<file path="src/pkg/usr_serial_regs.vh">
// register map, field positions, reset values and timing counts of the serial port
// assumes a byte-wide register port with a three-bit word address
`ifndef USR_SERIAL_REGS_VH
`define USR_SERIAL_REGS_VH

// register offsets
`define USR_OFS_RCV_CTRL   3'h0
`define USR_OFS_XMT_CTRL   3'h1
`define USR_OFS_RCV_DATA   3'h2
`define USR_OFS_XMT_DATA   3'h3
`define USR_OFS_BAUD_LO    3'h4
`define USR_OFS_BAUD_HI    3'h5
`define USR_OFS_FLAGS      3'h6
`define USR_OFS_IRQ_EN     3'h7

// receive_control_status fields
`define USR_RC_PORT_EN     7
`define USR_RC_RX9_SEL     6
`define USR_RC_SINGLE_RX   5
`define USR_RC_CONT_RX     4
`define USR_RC_FRAME_ERR   2
`define USR_RC_OVERRUN     1
`define USR_RC_RX9_BIT     0

// transmit_control_status fields
`define USR_TC_CLK_SRC     7
`define USR_TC_TX9_SEL     6
`define USR_TC_TX_EN       5
`define USR_TC_SYNC_SEL    4
`define USR_TC_SHIFT_IDLE  1
`define USR_TC_TX9_BIT     0

// peripheral_flag_reg and peripheral_enable_reg fields
`define USR_FL_RX_FLAG     0
`define USR_FL_TX_FLAG     1
`define USR_EN_RX_IE       0
`define USR_EN_TX_IE       1
`define USR_EN_PERIPH_IE   2
`define USR_EN_GLOBAL_IE   3

// reset values
`define USR_RST_CTRL       4'h0
`define USR_RST_BAUD_LO    8'h00
`define USR_RST_BAUD_HI    8'h00
`define USR_RST_IRQ_EN     4'h0

// oversampling: sixteen ticks per bit
`define USR_TICK_LAST      4'hf
`define USR_TICK_HALF      4'h7
`define USR_TICK_SMP_A     4'hd
`define USR_TICK_SMP_B     4'he
`define USR_BITS_EIGHT     4'h8
`define USR_BITS_NINE      4'h9

`endif

</file>
<file path="src/hdl/usr_serial_port.v">
// serial port: asynchronous receiver and synchronous slave transmit/receive
// assumes a same-clock register master and pins arriving from outside the clock domain
//
// Local design decisions: the register offsets and the plain strobed port.
`timescale 1ns/1ps
`default_nettype none
`include "usr_serial_regs.vh"

module usr_serial_port (
   // clock and reset
   input  wire       CORE_CLK,
   input  wire       NRST,
   // register port
   input  wire [2:0] ADDR,
   input  wire [7:0] WDATA,
   input  wire       WR_STB,
   input  wire       RD_STB,
   output reg  [7:0] RDATA,
   // serial pins
   input  wire       DT_IN,
   output reg        DT_OUT,
   output reg        DT_OE,
   input  wire       CK_IN,
   // power management
   input  wire       SLEEP,
   output reg        WAKE
);

   // state codes of the asynchronous receiver
   localparam [1:0] ST_IDLE  = 2'h0;
   localparam [1:0] ST_START = 2'h1;
   localparam [1:0] ST_DATA  = 2'h2;
   localparam [1:0] ST_STOP  = 2'h3;
   // software-visible control
   reg  [3:0]  rcv_ctrl_reg;         // port enable, rx9, single rx, continuous rx
   reg  [3:0]  xmt_ctrl_reg;         // clock source, tx9, tx enable, sync select
   reg         tx9_bit_reg;
   reg  [7:0]  baud_lo_reg;
   reg  [7:0]  baud_hi_reg;
   reg  [3:0]  irq_en_reg;
   // pin synchronisers
   reg         dt_s1_reg;
   reg         dt_s2_reg;
   reg         dt_prev_reg;
   reg         ck_s1_reg;
   reg         ck_s2_reg;
   reg         ck_prev_reg;
   // receiver
   reg  [1:0]  rx_state_reg;
   reg  [15:0] baud_cnt_reg;
   reg  [3:0]  tick_cnt_reg;
   reg  [3:0]  rx_bits_reg;
   reg  [8:0]  rx_shift_reg;         // receive_shift_reg
   reg         smp_a_reg;
   reg         smp_b_reg;
   reg         push_reg;
   reg  [9:0]  push_word_reg;        // framing error, nine data bits
   // receive buffer
   reg  [9:0]  fifo_mem [0:1];
   reg         fifo_wr_reg;
   reg         fifo_rd_reg;
   reg  [1:0]  fifo_cnt_reg;
   reg         overrun_reg;
   // transmitter
   reg  [7:0]  tx_data_reg;          // transmit_data_register
   reg         tx_full_reg;
   reg  [8:0]  tx_shift_reg;         // transmit_shift_reg
   reg  [3:0]  tx_bits_reg;
   reg         tx_busy_reg;
   // decoded modes
   wire        port_enable      = rcv_ctrl_reg[3];
   wire        rx_nine          = rcv_ctrl_reg[2];
   wire        single_rx_enable = rcv_ctrl_reg[1];
   wire        cont_rx_enable   = rcv_ctrl_reg[0];
   wire        clock_source     = xmt_ctrl_reg[3];
   wire        tx_nine          = xmt_ctrl_reg[2];
   wire        transmit_enable  = xmt_ctrl_reg[1];
   wire        sync_select      = xmt_ctrl_reg[0];
   wire        async_rx = cont_rx_enable & ~sync_select & port_enable;
   wire        slave    = sync_select & ~clock_source & port_enable;
   wire        slave_tx = slave & ~cont_rx_enable & ~single_rx_enable;
   wire        slave_rx = slave & ~slave_tx;       // single rx alone suffices
   wire [3:0]  rx_nbits = rx_nine ? `USR_BITS_NINE : `USR_BITS_EIGHT;
   wire [3:0]  tx_nbits = tx_nine ? `USR_BITS_NINE : `USR_BITS_EIGHT;
   // edges seen only after two synchroniser stages
   wire        dt_fall  = dt_prev_reg & ~dt_s2_reg;
   wire        ck_rise  = ~ck_prev_reg & ck_s2_reg;
   wire        ck_fall  = ck_prev_reg & ~ck_s2_reg;
   wire        tick     = (baud_cnt_reg == 16'h0000);
   wire        majority = (smp_a_reg & smp_b_reg) | (smp_a_reg & dt_s2_reg) |
                          (smp_b_reg & dt_s2_reg);
   wire [8:0]  sync_shift = {dt_s2_reg, rx_shift_reg[8:1]};
   // buffer bookkeeping
   wire        rd_data  = RD_STB & (ADDR == `USR_OFS_RCV_DATA);
   wire        pop      = rd_data & (fifo_cnt_reg != 2'h0);
   wire        fifo_full = (fifo_cnt_reg == 2'h2) & ~pop;
   wire [9:0]  fifo_top = fifo_mem[fifo_rd_reg];
   wire        rx_flag  = (fifo_cnt_reg != 2'h0);
   wire        tx_flag  = ~tx_full_reg;
   wire        tx_load  = slave_tx & transmit_enable & tx_full_reg & ~tx_busy_reg;
   wire        wr_tx    = WR_STB & (ADDR == `USR_OFS_XMT_DATA);

   // pin synchronisers; first stage feeds only the second
   always @(posedge CORE_CLK or negedge NRST) begin
      if (!NRST) begin
         dt_s1_reg   <= 1'b1;
         dt_s2_reg   <= 1'b1;
         dt_prev_reg <= 1'b1;
         ck_s1_reg   <= 1'b0;
         ck_s2_reg   <= 1'b0;
         ck_prev_reg <= 1'b0;
      end else begin
         dt_s1_reg   <= DT_IN;
         dt_s2_reg   <= dt_s1_reg;
         dt_prev_reg <= dt_s2_reg;
         ck_s1_reg   <= CK_IN;
         ck_s2_reg   <= ck_s1_reg;
         ck_prev_reg <= ck_s2_reg;
      end
   end

   // control register writes; control bits survive a port disable
   always @(posedge CORE_CLK or negedge NRST) begin
      if (!NRST) begin
         rcv_ctrl_reg <= `USR_RST_CTRL;
         xmt_ctrl_reg <= `USR_RST_CTRL;
         tx9_bit_reg  <= 1'b0;
         baud_lo_reg  <= `USR_RST_BAUD_LO;
         baud_hi_reg  <= `USR_RST_BAUD_HI;
         irq_en_reg   <= `USR_RST_IRQ_EN;
      end else if (WR_STB) begin
         case (ADDR)
            `USR_OFS_RCV_CTRL: rcv_ctrl_reg <= WDATA[`USR_RC_PORT_EN:`USR_RC_CONT_RX];
            `USR_OFS_XMT_CTRL: begin
               xmt_ctrl_reg <= WDATA[`USR_TC_CLK_SRC:`USR_TC_SYNC_SEL];
               tx9_bit_reg  <= WDATA[`USR_TC_TX9_BIT];
            end
            `USR_OFS_BAUD_LO: baud_lo_reg <= WDATA;
            `USR_OFS_BAUD_HI: baud_hi_reg <= WDATA;
            `USR_OFS_IRQ_EN:  irq_en_reg  <= WDATA[3:0];
            default: ;
         endcase
      end
   end

   // sixteen-times bit-rate tick; divisor is baud register plus one
   always @(posedge CORE_CLK or negedge NRST) begin
      if (!NRST) begin
         baud_cnt_reg <= 16'h0000;
      end else if (!async_rx || tick) begin
         baud_cnt_reg <= {baud_hi_reg, baud_lo_reg};
      end else begin
         baud_cnt_reg <= baud_cnt_reg - 16'h0001;
      end
   end

   // receiver: asynchronous frames and synchronous slave words share the shifter
   always @(posedge CORE_CLK or negedge NRST) begin
      if (!NRST) begin
         rx_state_reg  <= ST_IDLE;
         tick_cnt_reg  <= 4'h0;
         rx_bits_reg   <= 4'h0;
         rx_shift_reg  <= 9'h000;
         smp_a_reg     <= 1'b1;
         smp_b_reg     <= 1'b1;
         push_reg      <= 1'b0;
         push_word_reg <= 10'h000;
      end else begin
         push_reg <= 1'b0;
         if (overrun_reg || !(async_rx || slave_rx)) begin
            // held idle while overrun stands or receive is off
            rx_state_reg <= ST_IDLE;
            tick_cnt_reg <= 4'h0;
            rx_bits_reg  <= 4'h0;
         end else if (slave_rx) begin
            // master's falling clock edge samples the data line
            if (ck_fall) begin
               rx_shift_reg <= sync_shift;
               if (rx_bits_reg + 4'h1 == rx_nbits) begin
                  rx_bits_reg   <= 4'h0;
                  push_reg      <= 1'b1;
                  push_word_reg <= {1'b0, rx_nine ? sync_shift : {1'b0, sync_shift[8:1]}};
               end else begin
                  rx_bits_reg <= rx_bits_reg + 4'h1;
               end
            end
         end else begin
            case (rx_state_reg)
               ST_IDLE: begin
                  tick_cnt_reg <= 4'h0;
                  rx_bits_reg  <= 4'h0;
                  if (dt_fall) begin
                     rx_state_reg <= ST_START;
                  end
               end
               ST_START: begin
                  if (tick) begin
                     tick_cnt_reg <= tick_cnt_reg + 4'h1;
                     if (tick_cnt_reg == `USR_TICK_HALF) begin
                        tick_cnt_reg <= 4'h0;
                        // a high line here was a glitch: no error
                        rx_state_reg <= dt_s2_reg ? ST_IDLE : ST_DATA;
                     end
                  end
               end
               ST_DATA: begin
                  if (tick) begin
                     tick_cnt_reg <= tick_cnt_reg + 4'h1;
                     if (tick_cnt_reg == `USR_TICK_SMP_A) smp_a_reg <= dt_s2_reg;
                     if (tick_cnt_reg == `USR_TICK_SMP_B) smp_b_reg <= dt_s2_reg;
                     if (tick_cnt_reg == `USR_TICK_LAST) begin
                        rx_shift_reg <= {majority, rx_shift_reg[8:1]};
                        rx_bits_reg  <= rx_bits_reg + 4'h1;
                        if (rx_bits_reg + 4'h1 == rx_nbits) begin
                           rx_state_reg <= ST_STOP;
                        end
                     end
                  end
               end
               ST_STOP: begin
                  if (tick) begin
                     tick_cnt_reg <= tick_cnt_reg + 4'h1;
                     if (tick_cnt_reg == `USR_TICK_SMP_A) smp_a_reg <= dt_s2_reg;
                     if (tick_cnt_reg == `USR_TICK_SMP_B) smp_b_reg <= dt_s2_reg;
                     if (tick_cnt_reg == `USR_TICK_LAST) begin
                        // framing error belongs to this character only
                        push_reg      <= 1'b1;
                        push_word_reg <= {~majority,
                                          rx_nine ? rx_shift_reg : {1'b0, rx_shift_reg[8:1]}};
                        rx_state_reg  <= ST_IDLE;
                     end
                  end
               end
               default: rx_state_reg <= ST_IDLE;
            endcase
         end
      end
   end

   // two-entry receive buffer with overrun blocking
   always @(posedge CORE_CLK or negedge NRST) begin
      if (!NRST) begin
         fifo_wr_reg  <= 1'b0;
         fifo_rd_reg  <= 1'b0;
         fifo_cnt_reg <= 2'h0;
         overrun_reg  <= 1'b0;
      end else if (!port_enable) begin
         // disabling the port flushes everything
         fifo_wr_reg  <= 1'b0;
         fifo_rd_reg  <= 1'b0;
         fifo_cnt_reg <= 2'h0;
         overrun_reg  <= 1'b0;
      end else begin
         if (pop) fifo_rd_reg <= ~fifo_rd_reg;
         if (push_reg && !fifo_full) fifo_wr_reg <= ~fifo_wr_reg;
         fifo_cnt_reg <= fifo_cnt_reg + {1'b0, push_reg & ~fifo_full} - {1'b0, pop};
         // a character arriving with no room sets overrun and is dropped
         if (push_reg && fifo_full) begin
            overrun_reg <= 1'b1;
         end else if (!cont_rx_enable) begin
            overrun_reg <= 1'b0;
         end
      end
   end

   // buffer storage; no reset needed as the count guards every read
   always @(posedge CORE_CLK) begin
      if (push_reg && !fifo_full && port_enable) begin
         fifo_mem[fifo_wr_reg] <= push_word_reg;
      end
   end

   // transmit data register and slave shifter
   always @(posedge CORE_CLK or negedge NRST) begin
      if (!NRST) begin
         tx_data_reg  <= 8'h00;
         tx_full_reg  <= 1'b0;
         tx_shift_reg <= 9'h1ff;
         tx_bits_reg  <= 4'h0;
         tx_busy_reg  <= 1'b0;
         DT_OUT       <= 1'b1;
         DT_OE        <= 1'b0;
      end else if (!port_enable) begin
         tx_full_reg  <= 1'b0;
         tx_busy_reg  <= 1'b0;
         tx_bits_reg  <= 4'h0;
         DT_OUT       <= 1'b1;
         DT_OE        <= 1'b0;
      end else begin
         DT_OE <= slave_tx & transmit_enable;
         if (wr_tx) begin
            tx_data_reg <= WDATA;
         end
         // a write in the load cycle keeps the register full
         tx_full_reg <= (tx_full_reg & ~tx_load) | wr_tx;
         if (tx_load) begin
            // waiting word moves in only once the shifter is empty
            tx_shift_reg <= {tx9_bit_reg, tx_data_reg};
            tx_bits_reg  <= 4'h0;
            tx_busy_reg  <= 1'b1;
         end else if (tx_busy_reg) begin
            if (ck_rise) begin
               DT_OUT       <= tx_shift_reg[0];
               tx_shift_reg <= {1'b1, tx_shift_reg[8:1]};
            end
            if (ck_fall) begin
               tx_bits_reg <= tx_bits_reg + 4'h1;
               if (tx_bits_reg + 4'h1 == tx_nbits) begin
                  tx_busy_reg <= 1'b0;
               end
            end
         end
      end
   end

   // wake request, held while the cause stands during sleep
   always @(posedge CORE_CLK or negedge NRST) begin
      if (!NRST) begin
         WAKE <= 1'b0;
      end else begin
         WAKE <= SLEEP & port_enable &
                 ((irq_en_reg[`USR_EN_PERIPH_IE] & irq_en_reg[`USR_EN_TX_IE] & tx_flag) |
                  (irq_en_reg[`USR_EN_RX_IE] & rx_flag));
      end
   end

   // read data valid in the cycle after the strobe only
   always @(posedge CORE_CLK or negedge NRST) begin
      if (!NRST) begin
         RDATA <= 8'h00;
      end else if (!RD_STB) begin
         RDATA <= 8'h00;
      end else begin
         case (ADDR)
            `USR_OFS_RCV_CTRL: RDATA <= {rcv_ctrl_reg, 1'b0, fifo_top[9] & rx_flag, overrun_reg,
                                         fifo_top[8] & rx_flag};
            `USR_OFS_XMT_CTRL: RDATA <= {xmt_ctrl_reg, 2'h0, ~tx_busy_reg, tx9_bit_reg};
            `USR_OFS_RCV_DATA: RDATA <= rx_flag ? fifo_top[7:0] : 8'h00;
            `USR_OFS_BAUD_LO:  RDATA <= baud_lo_reg;
            `USR_OFS_BAUD_HI:  RDATA <= baud_hi_reg;
            `USR_OFS_FLAGS:    RDATA <= {6'h00, tx_flag, rx_flag};
            `USR_OFS_IRQ_EN:   RDATA <= {4'h0, irq_en_reg};
            default:           RDATA <= 8'h00;
         endcase
      end
   end

endmodule
`default_nettype wire

</file>
<file path="config.mk">
export PLATFORM = sky130hd
export DESIGN_NAME = usr_serial_port
export DESIGN_NICKNAME = d
export VERILOG_FILES = /design/src/hdl/usr_serial_port.v
export VERILOG_INCLUDE_DIRS = /design/src /design/src/pkg
export SDC_FILE = /design/constraint.sdc
export NUM_CORES = 1
export LEC_CHECK = 0
export BUFFER_PORTS_ARGS = -buffer_cell sky130_fd_sc_hd__buf_2
export CORE_MARGIN = 4
export CORE_UTILIZATION = 25
export CTS_CLUSTER_SIZE = 8
export DETAILED_ROUTE_END_ITERATION = 6
export SLEW_MARGIN = 25
export SYNTH_ARGS = -nofsm -noshare
export SYNTH_HDL_FRONTEND = slang
export SYNTH_SLANG_ARGS = --single-unit
</file>
<file path="constraint.sdc">
create_clock -name CORE_CLK -period 2.2 [get_ports CORE_CLK]
set_clock_uncertainty 0.1 [all_clocks]
set_input_delay 0 -clock CORE_CLK [delete_from_list [all_inputs] [get_ports CORE_CLK]]
set_output_delay 0 -clock CORE_CLK [all_outputs]
set_load 0.02 [all_outputs]
</file>
# After elaboration in Yosys (flattened, before gate mapping)
# Memory sizes are Yosys's and may differ from the RTL's.
# Cells that the tools add are included.
# op_classes
add_sub_neg	6
eq_ne	40
mux	79
n_bitwise	51
reduce_logical	37
# op_table
cell	n
$mux 9	10
$mux 10	6
$mux 4	15
$pmux 8 s7	1
$and 1x1->1	29
$mux 1	29
$mux 2	12
$ne 3x3->1 const B	8
$not 1->1	18
$logic_not 16->1	1
$mux 16	1
$mux 8	2
$sub 16x1->16 const B	1
$reduce_and 5->1	3
$ne 2x1->1 const B	7
$reduce_and 2->1	7
$reduce_bool 2->1	7
$add 4x1->4 const B	3
$eq 3x3->1 const B	4
$eq 4x4->1 const B	3
$ne 3x1->1 const B	4
$pmux 4 s3	1
$reduce_and 3->1	3
$reduce_and 9->1	1
23 further kinds	37
# totals
register_bits	122
ram_bits	20
memories	1
# memory_table
memory	depth	word_bits	read_ports	rd_ports_with_merged_regs	write_ports	line	rtl
fifo_mem	2	10	1	0	1	usr_serial_port.v:59	reg [9:0] fifo_mem [0:1];

# Depth between registers and ports, before layout
# Gate-level depths: netlist of run 1.
# logic_depth
depth_word	12
depth_mapped	10

# Worst setup path after synthesis of run 1
# OpenSTA, ideal clock, no wires.
# synth_path
path_kind	register -> register
from	reg baud_cnt_reg[0]
to	reg push_word_reg[0]
arrival_time_ns	1.976
path_slack_ns	-0.004
stages_incl_launch_ff	9
synth_period_minus_slack_ns	2.204
cell_sequence	dfrtp_1 > inv_1 > ha_1 > or4b_1 > buf_2 > nor3_2 > a32o_1 > buf_4 > mux2_1
# synth_via
elab_chain_len	3
# synth_lines
item	line	rtl
start, declared	usr_serial_port.v:50	reg [15:0] baud_cnt_reg;
start signal, assigned	usr_serial_port.v:151	baud_cnt_reg <= {baud_hi_reg, baud_lo_reg};
start signal, assigned	usr_serial_port.v:153	baud_cnt_reg <= baud_cnt_reg - 16'h0001;
$logic_not 16->1	usr_serial_port.v:89	wire tick = (baud_cnt_reg == 16'h0000);
$reduce_bool 2->1 (no line)	--	
$reduce_and 6->1 (no line)	--	
end signal, assigned	usr_serial_port.v:182	push_word_reg <= {1'b0, rx_nine ? sync_shift : {1'b0, sync_shift[8:1]}};
end signal, assigned	usr_serial_port.v:228	push_word_reg <= {~majority,
end, declared	usr_serial_port.v:57	reg [9:0] push_word_reg;
# No other way between the ends.
# A chain may end at the register's enable or synchronous reset.

# Final worst setup path of run 1
# layout_path
from	reg baud_cnt_reg[0]
to	reg rx_shift_reg[1]
# layout_via
elab_chain_len	3
# layout_lines
item	line	rtl
$logic_not 16->1	usr_serial_port.v:89	
$reduce_bool 2->1 (no line)	--	
$reduce_and 5->1 (no line)	--	
end signal, assigned	usr_serial_port.v:178	rx_shift_reg <= sync_shift;
end signal, assigned	usr_serial_port.v:212	rx_shift_reg <= {majority, rx_shift_reg[8:1]};
end, declared	usr_serial_port.v:53	reg [8:0] rx_shift_reg;
# No other way between the ends.

==> flow_results.xml, run 1 <==
<?xml version="1.0" encoding="UTF-8"?>
<metrics>
  <group name="status">
    <metric name="result_of_the_run" unit="">finished with violations</metric>
    <metric name="violations" unit="">setup timing</metric>
  </group>
  <group name="sta">
    <metric name="achievable-frequency" unit="MHz">449</metric>
    <metric name="grt_setup_unrepaired" unit="">yes</metric>
    <metric name="period_needed" unit="ns">2.23</metric>
    <metric name="final.hold.worst_slack" unit="ns">0.0201</metric>
    <metric name="setup-tns-final" unit="ns">-0.132</metric>
    <metric name="slack_of_the_critical_path" unit="ns">-0.0285</metric>
    <metric name="drv_slew" unit="">0</metric>
    <metric name="final.period_utilization" unit="%">101</metric>
    <metric name="slew-limit-headroom" unit="%">49.0</metric>
    <metric name="final_hold_viol_count" unit="">0</metric>
    <metric name="finalSetupViolCount" unit="">6</metric>
    <metric name="tightestPinTransition" unit="ns">0.761</metric>
  </group>
  <group name="floorplanning">
    <metric name="floorplan.die_area" unit="um^2">30100</metric>
    <metric name="io_pins" unit="">29</metric>
    <metric name="coreArea" unit="um^2">27000</metric>
    <metric name="floorplan_die_width" unit="um">173</metric>
    <metric name="std_cell_rows" unit="">60</metric>
    <metric name="die_height" unit="um">173</metric>
    <metric name="floorplan.initialDensity" unit="%">25.4</metric>
  </group>
  <group name="layout">
    <metric name="stdcell_area" unit="um^2">8760</metric>
    <metric name="final.fill_count" unit="">2675</metric>
    <metric name="syn_to_final_growth" unit="%">28.2</metric>
    <metric name="utilization_of_the_core_after_routing" unit="%">32.5</metric>
    <metric name="largest_register_ffs" unit="">20</metric>
    <metric name="n_antenna_cell" unit="">0</metric>
    <metric name="layout-drive-gt1-share" unit="%">34.5</metric>
    <metric name="layout.nets" unit="">695</metric>
  </group>
  <group name="logic_synthesis">
    <metric name="synth.top_cells.by_count" unit="">dfrtp_1 (107), mux2_2 (44), nor2_1 (40), nand2_1 (34), a21oi_1 (32)</metric>
    <metric name="number_of_library_cell_types_mapped_by_synthesis" unit="">74</metric>
    <metric name="synth.area.top_cells" unit="">dfrtp_1 (39%), edfxtp_1 (8.8%), mux2_2 (7.2%), dfstp_2 (5.8%), mux2i_1 (4.2%)</metric>
    <metric name="async_flop_share" unit="%">85.9</metric>
    <metric name="postSynth.topFlopCell" unit="">dfrtp_1</metric>
    <metric name="proportion_of_synthesized_chip_area_in_sequential_cells" unit="%">53.7</metric>
    <metric name="synth_largest_area_cell" unit="">dfrtp_1</metric>
    <metric name="ys_ff_latch" unit="">142</metric>
    <metric name="number_of_enable_flip_flop_cells_after_synthesis" unit="">20</metric>
    <metric name="synthesis.nets" unit="">595</metric>
    <metric name="synthesis.yosys.warnings" unit="">0</metric>
    <metric name="syn-mean-instance-area" unit="um^2">12.0</metric>
    <metric name="mappedNetlistArea" unit="um^2">6840</metric>
    <metric name="post-synth-top-count-cell" unit="">dfrtp_1</metric>
    <metric name="synth_cells" unit="">568</metric>
    <metric name="synth_top_cell_area_share" unit="%">39.2</metric>
  </group>
  <group name="cts">
    <metric name="clk_path_buf_depth" unit="">2</metric>
    <metric name="number_of_buffers_created_by_cts" unit="">17</metric>
    <metric name="cts.sink_count" unit="">142</metric>
    <metric name="worst_setup_hold_path_clk_slew" unit="ns">0.06</metric>
    <metric name="clock_tree.htree_level_count" unit="">4</metric>
    <metric name="clock_tree_from_tritoncts" unit="">done</metric>
    <metric name="cts-root-buf" unit="">clkbuf_16</metric>
    <metric name="clock_insertion_delay_worst_skew" unit="ns">0.42</metric>
  </group>
  <group name="flow_run">
    <metric name="max_cap_viol_count" unit="">0</metric>
  </group>
  <group name="setup_path">
    <metric name="crit_path_end_kind" unit="">flip-flop</metric>
    <metric name="crit_fanout" unit="">5</metric>
    <metric name="worst_ep_required_time" unit="ns">2.40</metric>
    <metric name="critPathKind" unit="">flip-flop to flip-flop</metric>
    <metric name="critPathLaunchType" unit="">flip-flop</metric>
    <metric name="worst_endpoint_data_arrival_time" unit="ns">2.43</metric>
  </group>
  <group name="detailed_routing">
    <metric name="firstDrtPassIters" unit="">5</metric>
    <metric name="drt_first_iter_violations" unit="">290</metric>
    <metric name="detail-route-antenna-nets" unit="">0</metric>
    <metric name="via_per_inst" unit="">4.68</metric>
    <metric name="drt-wirelength-per-cell" unit="um">15.8</metric>
    <metric name="detailroute.via_count" unit="">4781</metric>
    <metric name="drt-total-wl" unit="mm">16.1</metric>
    <metric name="drt_drc_violations_left" unit="">0</metric>
  </group>
  <group name="global_routing">
    <metric name="global_routing_usage_summed_across_all_routing_layers" unit="%">10.7</metric>
    <metric name="grt_antenna_before_repair" unit="">0</metric>
    <metric name="grt_overflow_total" unit="">0</metric>
    <metric name="grt_max_degree" unit="">60</metric>
    <metric name="grt_pass1_wl" unit="mm">26.1</metric>
    <metric name="vias_in_the_first_global_route" unit="">4860</metric>
  </group>
  <group name="placed_design">
    <metric name="port-buffer-count" unit="">28</metric>
    <metric name="preCtsSetupSlack" unit="ns">-0.0623</metric>
    <metric name="dpl.hpwl" unit="mm">11.4</metric>
    <metric name="globalplace.congestion" unit="">0.833</metric>
    <metric name="detailed_place.area" unit="um^2">7700</metric>
  </group>
  <group name="pwr">
    <metric name="seq_power_share" unit="%">41.5</metric>
    <metric name="p_comb_share" unit="%">17.3</metric>
    <metric name="swShare" unit="%">26.0</metric>
    <metric name="power_density" unit="nW/um^2">872</metric>
    <metric name="internal-power" unit="mW">5.66</metric>
    <metric name="power.share.clock" unit="%">41.3</metric>
    <metric name="switching_power" unit="mW">1.98</metric>
    <metric name="power_leakage" unit="nW">3.76</metric>
    <metric name="vdd_ir_drop_max" unit="mV">0.485</metric>
  </group>
  <group name="min_path">
    <metric name="hold_path.class" unit="">input port to flip-flop</metric>
  </group>
</metrics>
[worst max-delay path: stages (launching register included)]
cell and delay (ns):
dfrtp_1 0.39, inv_2 0.08, ha_4 0.11, or4b_4 0.53, nor4_4 0.29, buf_4 0.18
o21ai_4 0.10, mux2_4 0.30
[timing repair]
| item | in CTS | in global routing |
|---|---|---|
| pin swaps | 2 | 10 |
| setup buffers | 2 | 8 |
| cloned | 0 | 2 |
| hold endpoints to repair | 165 | 0 |
| resized for setup | 5 | 33 |
| endpoints found under the setup margin | 21 | 29 |
| hold buffers | 15 | 0 |
[placed cells by master (no fill, tap or decap), drive strengths merged, types with 4 or more instances in the layout]
| cell type | synthesis | final |
|---|---|---|
| buf | 7 | 85 |
| dfrtp | 107 | 107 |
| a211oi | 5 | 5 |
| edfxtp | 20 | 20 |
| nand2b | 5 | 5 |
| mux2i | 29 | 29 |
| nand2 | 34 | 34 |
| clkinv | 2 | 6 |
| ha | 9 | 9 |
| nand3b | 4 | 4 |
| and3 | 5 | 5 |
| a21oi | 32 | 32 |
| xnor2 | 16 | 16 |
| nor2 | 42 | 42 |
| clkbuf | 14 | 24 |
| mux2 | 65 | 65 |
| inv | 18 | 18 |
| dlygate4sd3 | 0 | 15 |
| nand4 | 6 | 6 |
| a22oi | 4 | 5 |
| mux4 | 5 | 5 |
| xor2 | 9 | 9 |
| dfstp | 15 | 15 |
| o21ai | 26 | 27 |
| nor2b | 6 | 6 |
| nand3 | 16 | 16 |
| nor4 | 5 | 5 |
| nor3 | 16 | 16 |
[layout make-up]
cell class	instances	area [um^2]	share of cell area [%]
Sequential cell	142	3670	41.9
Clock buffer	24	544	6.21
Timing Repair Buffer	100	762	8.70
Tap cell	341	427	4.87
Clock inverter	8	121	1.39
Multi-Input combinational cell	387	3160	36.0
Inverter	20	75.1	0.857
[cells by family (layout without fill, tap and decap cells)]
group                    after synthesis  in the layout  share of synthesized area [%]
AO/OA/AOI/OAI                         95             97                           9.19
XOR/XNOR                              25             25                           3.20
adder cells (fa/ha/maj)               10             10                           1.79
buffers and inverters                 41            152                           2.58
flip-flops                           142            142                           53.7
multiplexers                          99             99                           17.0
AND/OR/NAND/NOR                      156            156                           12.5
[metrics by stage]
stage / std cells / total power, mW
6_report: 1022 / 7.64
3_5_place_dp: 964 / 4.41
5_1_grt: 1022 / 7.98
4_1_cts: 1013 / 7.64
3_3_place_gp: 964 / 4.40
2_1_floorplan: 568 / 3.92
[power groups by stage]
stage | Clock, mW | Sequential, mW | Combinational, mW
after CTS | 3.22 | 3.17 | 1.26
final | 3.15 | 3.17 | 1.32
after floorplan | 0 | 3.16 | 0.756
after detailed placement | 0 | 3.21 | 1.21
after global placement | 0 | 3.20 | 1.20
after global routing | 3.32 | 3.20 | 1.45
[per-layer routing]
| layer | vias to the layer above | GRT usage [%] | part of all wire, % |
|---|---|---|---|
| met4 | 0 | 3.82 | 1.9 |
| met5 | - | 0 | 0 |
| met2 | 84 | 17.8 | 49 |
| li1 | 2270 | - | - |
| met3 | 27 | 2.44 | 3.4 |
| met1 | 2400 | 13.7 | 45 |
[final timing paths]
kind                                      start  depth (start not counted)         endpoint  slack (ns)
worst min register to register        ck_s1_reg                          0        ck_s2_reg        0.25
worst max-delay path            baud_cnt_reg[0]                          7  rx_shift_reg[1]       -0.03
worst min-delay path                     WR_STB                          3    irq_en_reg[2]        0.02
min in group asynchronous                  NRST                          3   tx_data_reg[0]        0.52
max in group asynchronous                  NRST                          4   tx_data_reg[2]        0.62
worst max register to register  baud_cnt_reg[0]                          7  rx_shift_reg[1]       -0.03
No activity file was read; power rests on OpenSTA's default activity.
==> run 2: changes to the inputs <==
--- a/config.mk
+++ b/config.mk
@@ -9,2 +9,3 @@
 export BUFFER_PORTS_ARGS = -buffer_cell sky130_fd_sc_hd__buf_2
+export CAP_MARGIN = 40
 export CORE_MARGIN = 4
==> constraint.sdc (replaced) <==
create_clock -name CORE_CLK -period 2.6 [get_ports CORE_CLK]
set_clock_uncertainty 0.1 [all_clocks]
set_input_delay 0 -clock CORE_CLK [delete_from_list [all_inputs] [get_ports CORE_CLK]]
set_output_delay 0 -clock CORE_CLK [all_outputs]
set_load 0.1 [all_outputs]
==> flow_results.xml, run 2 (same netlist as run 1, synthesis figures left out) <==
<?xml version="1.0" encoding="UTF-8"?>
<metrics>
  <group name="global_routing">
    <metric name="grt_pass1_wl" unit="mm">25.9</metric>
    <metric name="grt_antenna_before_repair" unit="">0</metric>
    <metric name="grt_overflow_total" unit="">0</metric>
    <metric name="vias_in_the_first_global_route" unit="">4708</metric>
    <metric name="global_routing_usage_summed_across_all_routing_layers" unit="%">10.7</metric>
    <metric name="grt_max_degree" unit="">48</metric>
  </group>
  <group name="layout">
    <metric name="layout.nets" unit="">653</metric>
    <metric name="most-common-layout-cells" unit="">dfrtp_1 (107), mux2_2 (44), nor2_1 (40), nand2_1 (34), a21oi_1 (31)</metric>
    <metric name="layout_commonest_cell" unit="">dfrtp_1</metric>
    <metric name="n_antenna_cell" unit="">0</metric>
    <metric name="fin_cells" unit="">980</metric>
    <metric name="syn_to_final_growth" unit="%">20.1</metric>
    <metric name="largest_register_ffs" unit="">20</metric>
    <metric name="layout-drive-gt1-share" unit="%">25.7</metric>
  </group>
  <group name="floorplanning">
    <metric name="io_pins" unit="">29</metric>
    <metric name="die_height" unit="um">173</metric>
    <metric name="std_cell_rows" unit="">60</metric>
    <metric name="floorplan.initialDensity" unit="%">25.4</metric>
    <metric name="floorplan.die_area" unit="um^2">30100</metric>
    <metric name="floorplan_die_width" unit="um">173</metric>
    <metric name="coreArea" unit="um^2">27000</metric>
  </group>
  <group name="status">
    <metric name="result_of_the_run" unit="">finished clean</metric>
  </group>
  <group name="setup_path">
    <metric name="critPathKind" unit="">flip-flop to flip-flop</metric>
    <metric name="crit_path_end_kind" unit="">flip-flop</metric>
    <metric name="crit_fanout" unit="">10</metric>
    <metric name="worst_endpoint_data_arrival_time" unit="ns">2.53</metric>
    <metric name="critPathLaunchType" unit="">flip-flop</metric>
    <metric name="worst_ep_required_time" unit="ns">2.80</metric>
    <metric name="worst_path_largest_cell_delay" unit="ns">0.54</metric>
    <metric name="timing.critical_path.cells" unit="">inv_1, ha_1, or4b_4, nor3_2, a32o_1, buf_12, mux2_1</metric>
    <metric name="critical_path.slowest_cell" unit="">or4b_4</metric>
  </group>
  <group name="detailed_routing">
    <metric name="detailroute.via_count" unit="">4529</metric>
    <metric name="via_per_inst" unit="">4.62</metric>
    <metric name="firstDrtPassIters" unit="">5</metric>
    <metric name="drt_drc_violations_left" unit="">0</metric>
    <metric name="detail-route-antenna-nets" unit="">0</metric>
    <metric name="drt-wirelength-per-cell" unit="um">15.8</metric>
    <metric name="drt_first_iter_violations" unit="">320</metric>
    <metric name="drt-total-wl" unit="mm">15.5</metric>
  </group>
  <group name="sta">
    <metric name="achievable-frequency" unit="MHz">428</metric>
    <metric name="drv_slew" unit="">0</metric>
    <metric name="final.period_utilization" unit="%">89.9</metric>
    <metric name="tightestPinTransition" unit="ns">0.709</metric>
    <metric name="finalSetupViolCount" unit="">0</metric>
    <metric name="grt_setup_unrepaired" unit="">no</metric>
    <metric name="period_needed" unit="ns">2.34</metric>
    <metric name="final.hold.worst_slack" unit="ns">0.0190</metric>
    <metric name="setup-tns-final" unit="ns">0</metric>
    <metric name="final_hold_viol_count" unit="">0</metric>
    <metric name="slew-limit-headroom" unit="%">52.4</metric>
  </group>
  <group name="placed_design">
    <metric name="globalplace.congestion" unit="">0.802</metric>
    <metric name="port-buffer-count" unit="">28</metric>
    <metric name="place.detailed.instances" unit="">933</metric>
    <metric name="dpl.hpwl" unit="mm">11.1</metric>
  </group>
  <group name="pwr">
    <metric name="power_density" unit="nW/um^2">748</metric>
    <metric name="power_leakage" unit="nW">3.47</metric>
    <metric name="vdd_ir_drop_max" unit="mV">0.428</metric>
  </group>
  <group name="cts">
    <metric name="clk_path_buf_depth" unit="">2</metric>
    <metric name="worst_setup_hold_path_clk_slew" unit="ns">0.06</metric>
    <metric name="cts.sink_count" unit="">142</metric>
    <metric name="cts-root-buf" unit="">clkbuf_16</metric>
    <metric name="clock_tree_from_tritoncts" unit="">done</metric>
    <metric name="clock_tree.htree_level_count" unit="">4</metric>
    <metric name="number_of_buffers_created_by_cts" unit="">17</metric>
    <metric name="clock_insertion_delay_worst_skew" unit="ns">0.42</metric>
  </group>
  <group name="min_path">
    <metric name="hold_path.class" unit="">input port to async pin</metric>
  </group>
  <group name="flow_run">
    <metric name="max_cap_viol_count" unit="">0</metric>
  </group>
</metrics>
run 2: final cells by class:
type	instances	area (um^2)
multi-input cells	385	2990
repair buffers	60	445
clock buffers	18	429
flip-flops and latches	142	3670
inverters	20	75.1
well taps	341	427
fillers	2711	18700
clock inverters	14	166
run 2: critical path, delay by kind of cell (launching register included):
family | cells | cell delay [ns]
fa+ha+maj | 1 | 0.14
mux | 1 | 0.32
flops | 1 | 0.40
buf+inv | 2 | 0.24
simple gates | 2 | 0.80
compound gates | 1 | 0.21
run 2: metal layers:
layer	up-vias	track usage [%]	share of wire, %
met5	-	0	0
met2	58	17.1	48
li1	2188	-	-
met3	17	2.49	3.2
met1	2266	14.5	48
met4	0	3.49	1.6
run 2: report_power, final:
part,switching (mW),internal [mW],leakage (nW)
logic,0.544,0.417,1.48
registers,0.224,2.48,1.71
clock network,0.963,1.51,0.284
run 2: repair_timing:
action	CTS	global route
hold buffers	15	0
endpoints found under the hold margin	134	0
setup buffers	0	0
setup endpoints to repair	0	3
resized for setup	0	1
run 2: final timing paths:
path | startpoint | endpoint | depth (start not counted) | slack [ns]
setup / recovery | baud_cnt_reg[0] | push_word_reg[7] | 7 | 0.26
hold / removal | NRST | tx_data_reg[0] | 2 | 0.02
setup reg to reg | baud_cnt_reg[0] | push_word_reg[7] | 7 | 0.26
hold reg to reg | ck_s1_reg | ck_s2_reg | 0 | 0.25
max in group asynchronous | NRST | rx_shift_reg[7] | 3 | 1.52
min in group CORE_CLK | WR_STB | irq_en_reg[1] | 3 | 0.03
run 2: through the flow:
step	cell area [um^2]	utilization, %	power [mW]	setup slack, ns
4_1_cts	8210	30.4	6.21	0.127
3_3_place_gp	7460	27.7	3.68	0.186
6_report	8210	30.5	6.14	0.262
3_5_place_dp	7460	27.7	3.69	0.149
5_1_grt	8210	30.5	6.42	0.121
2_1_floorplan	6840	-	3.38	0.396
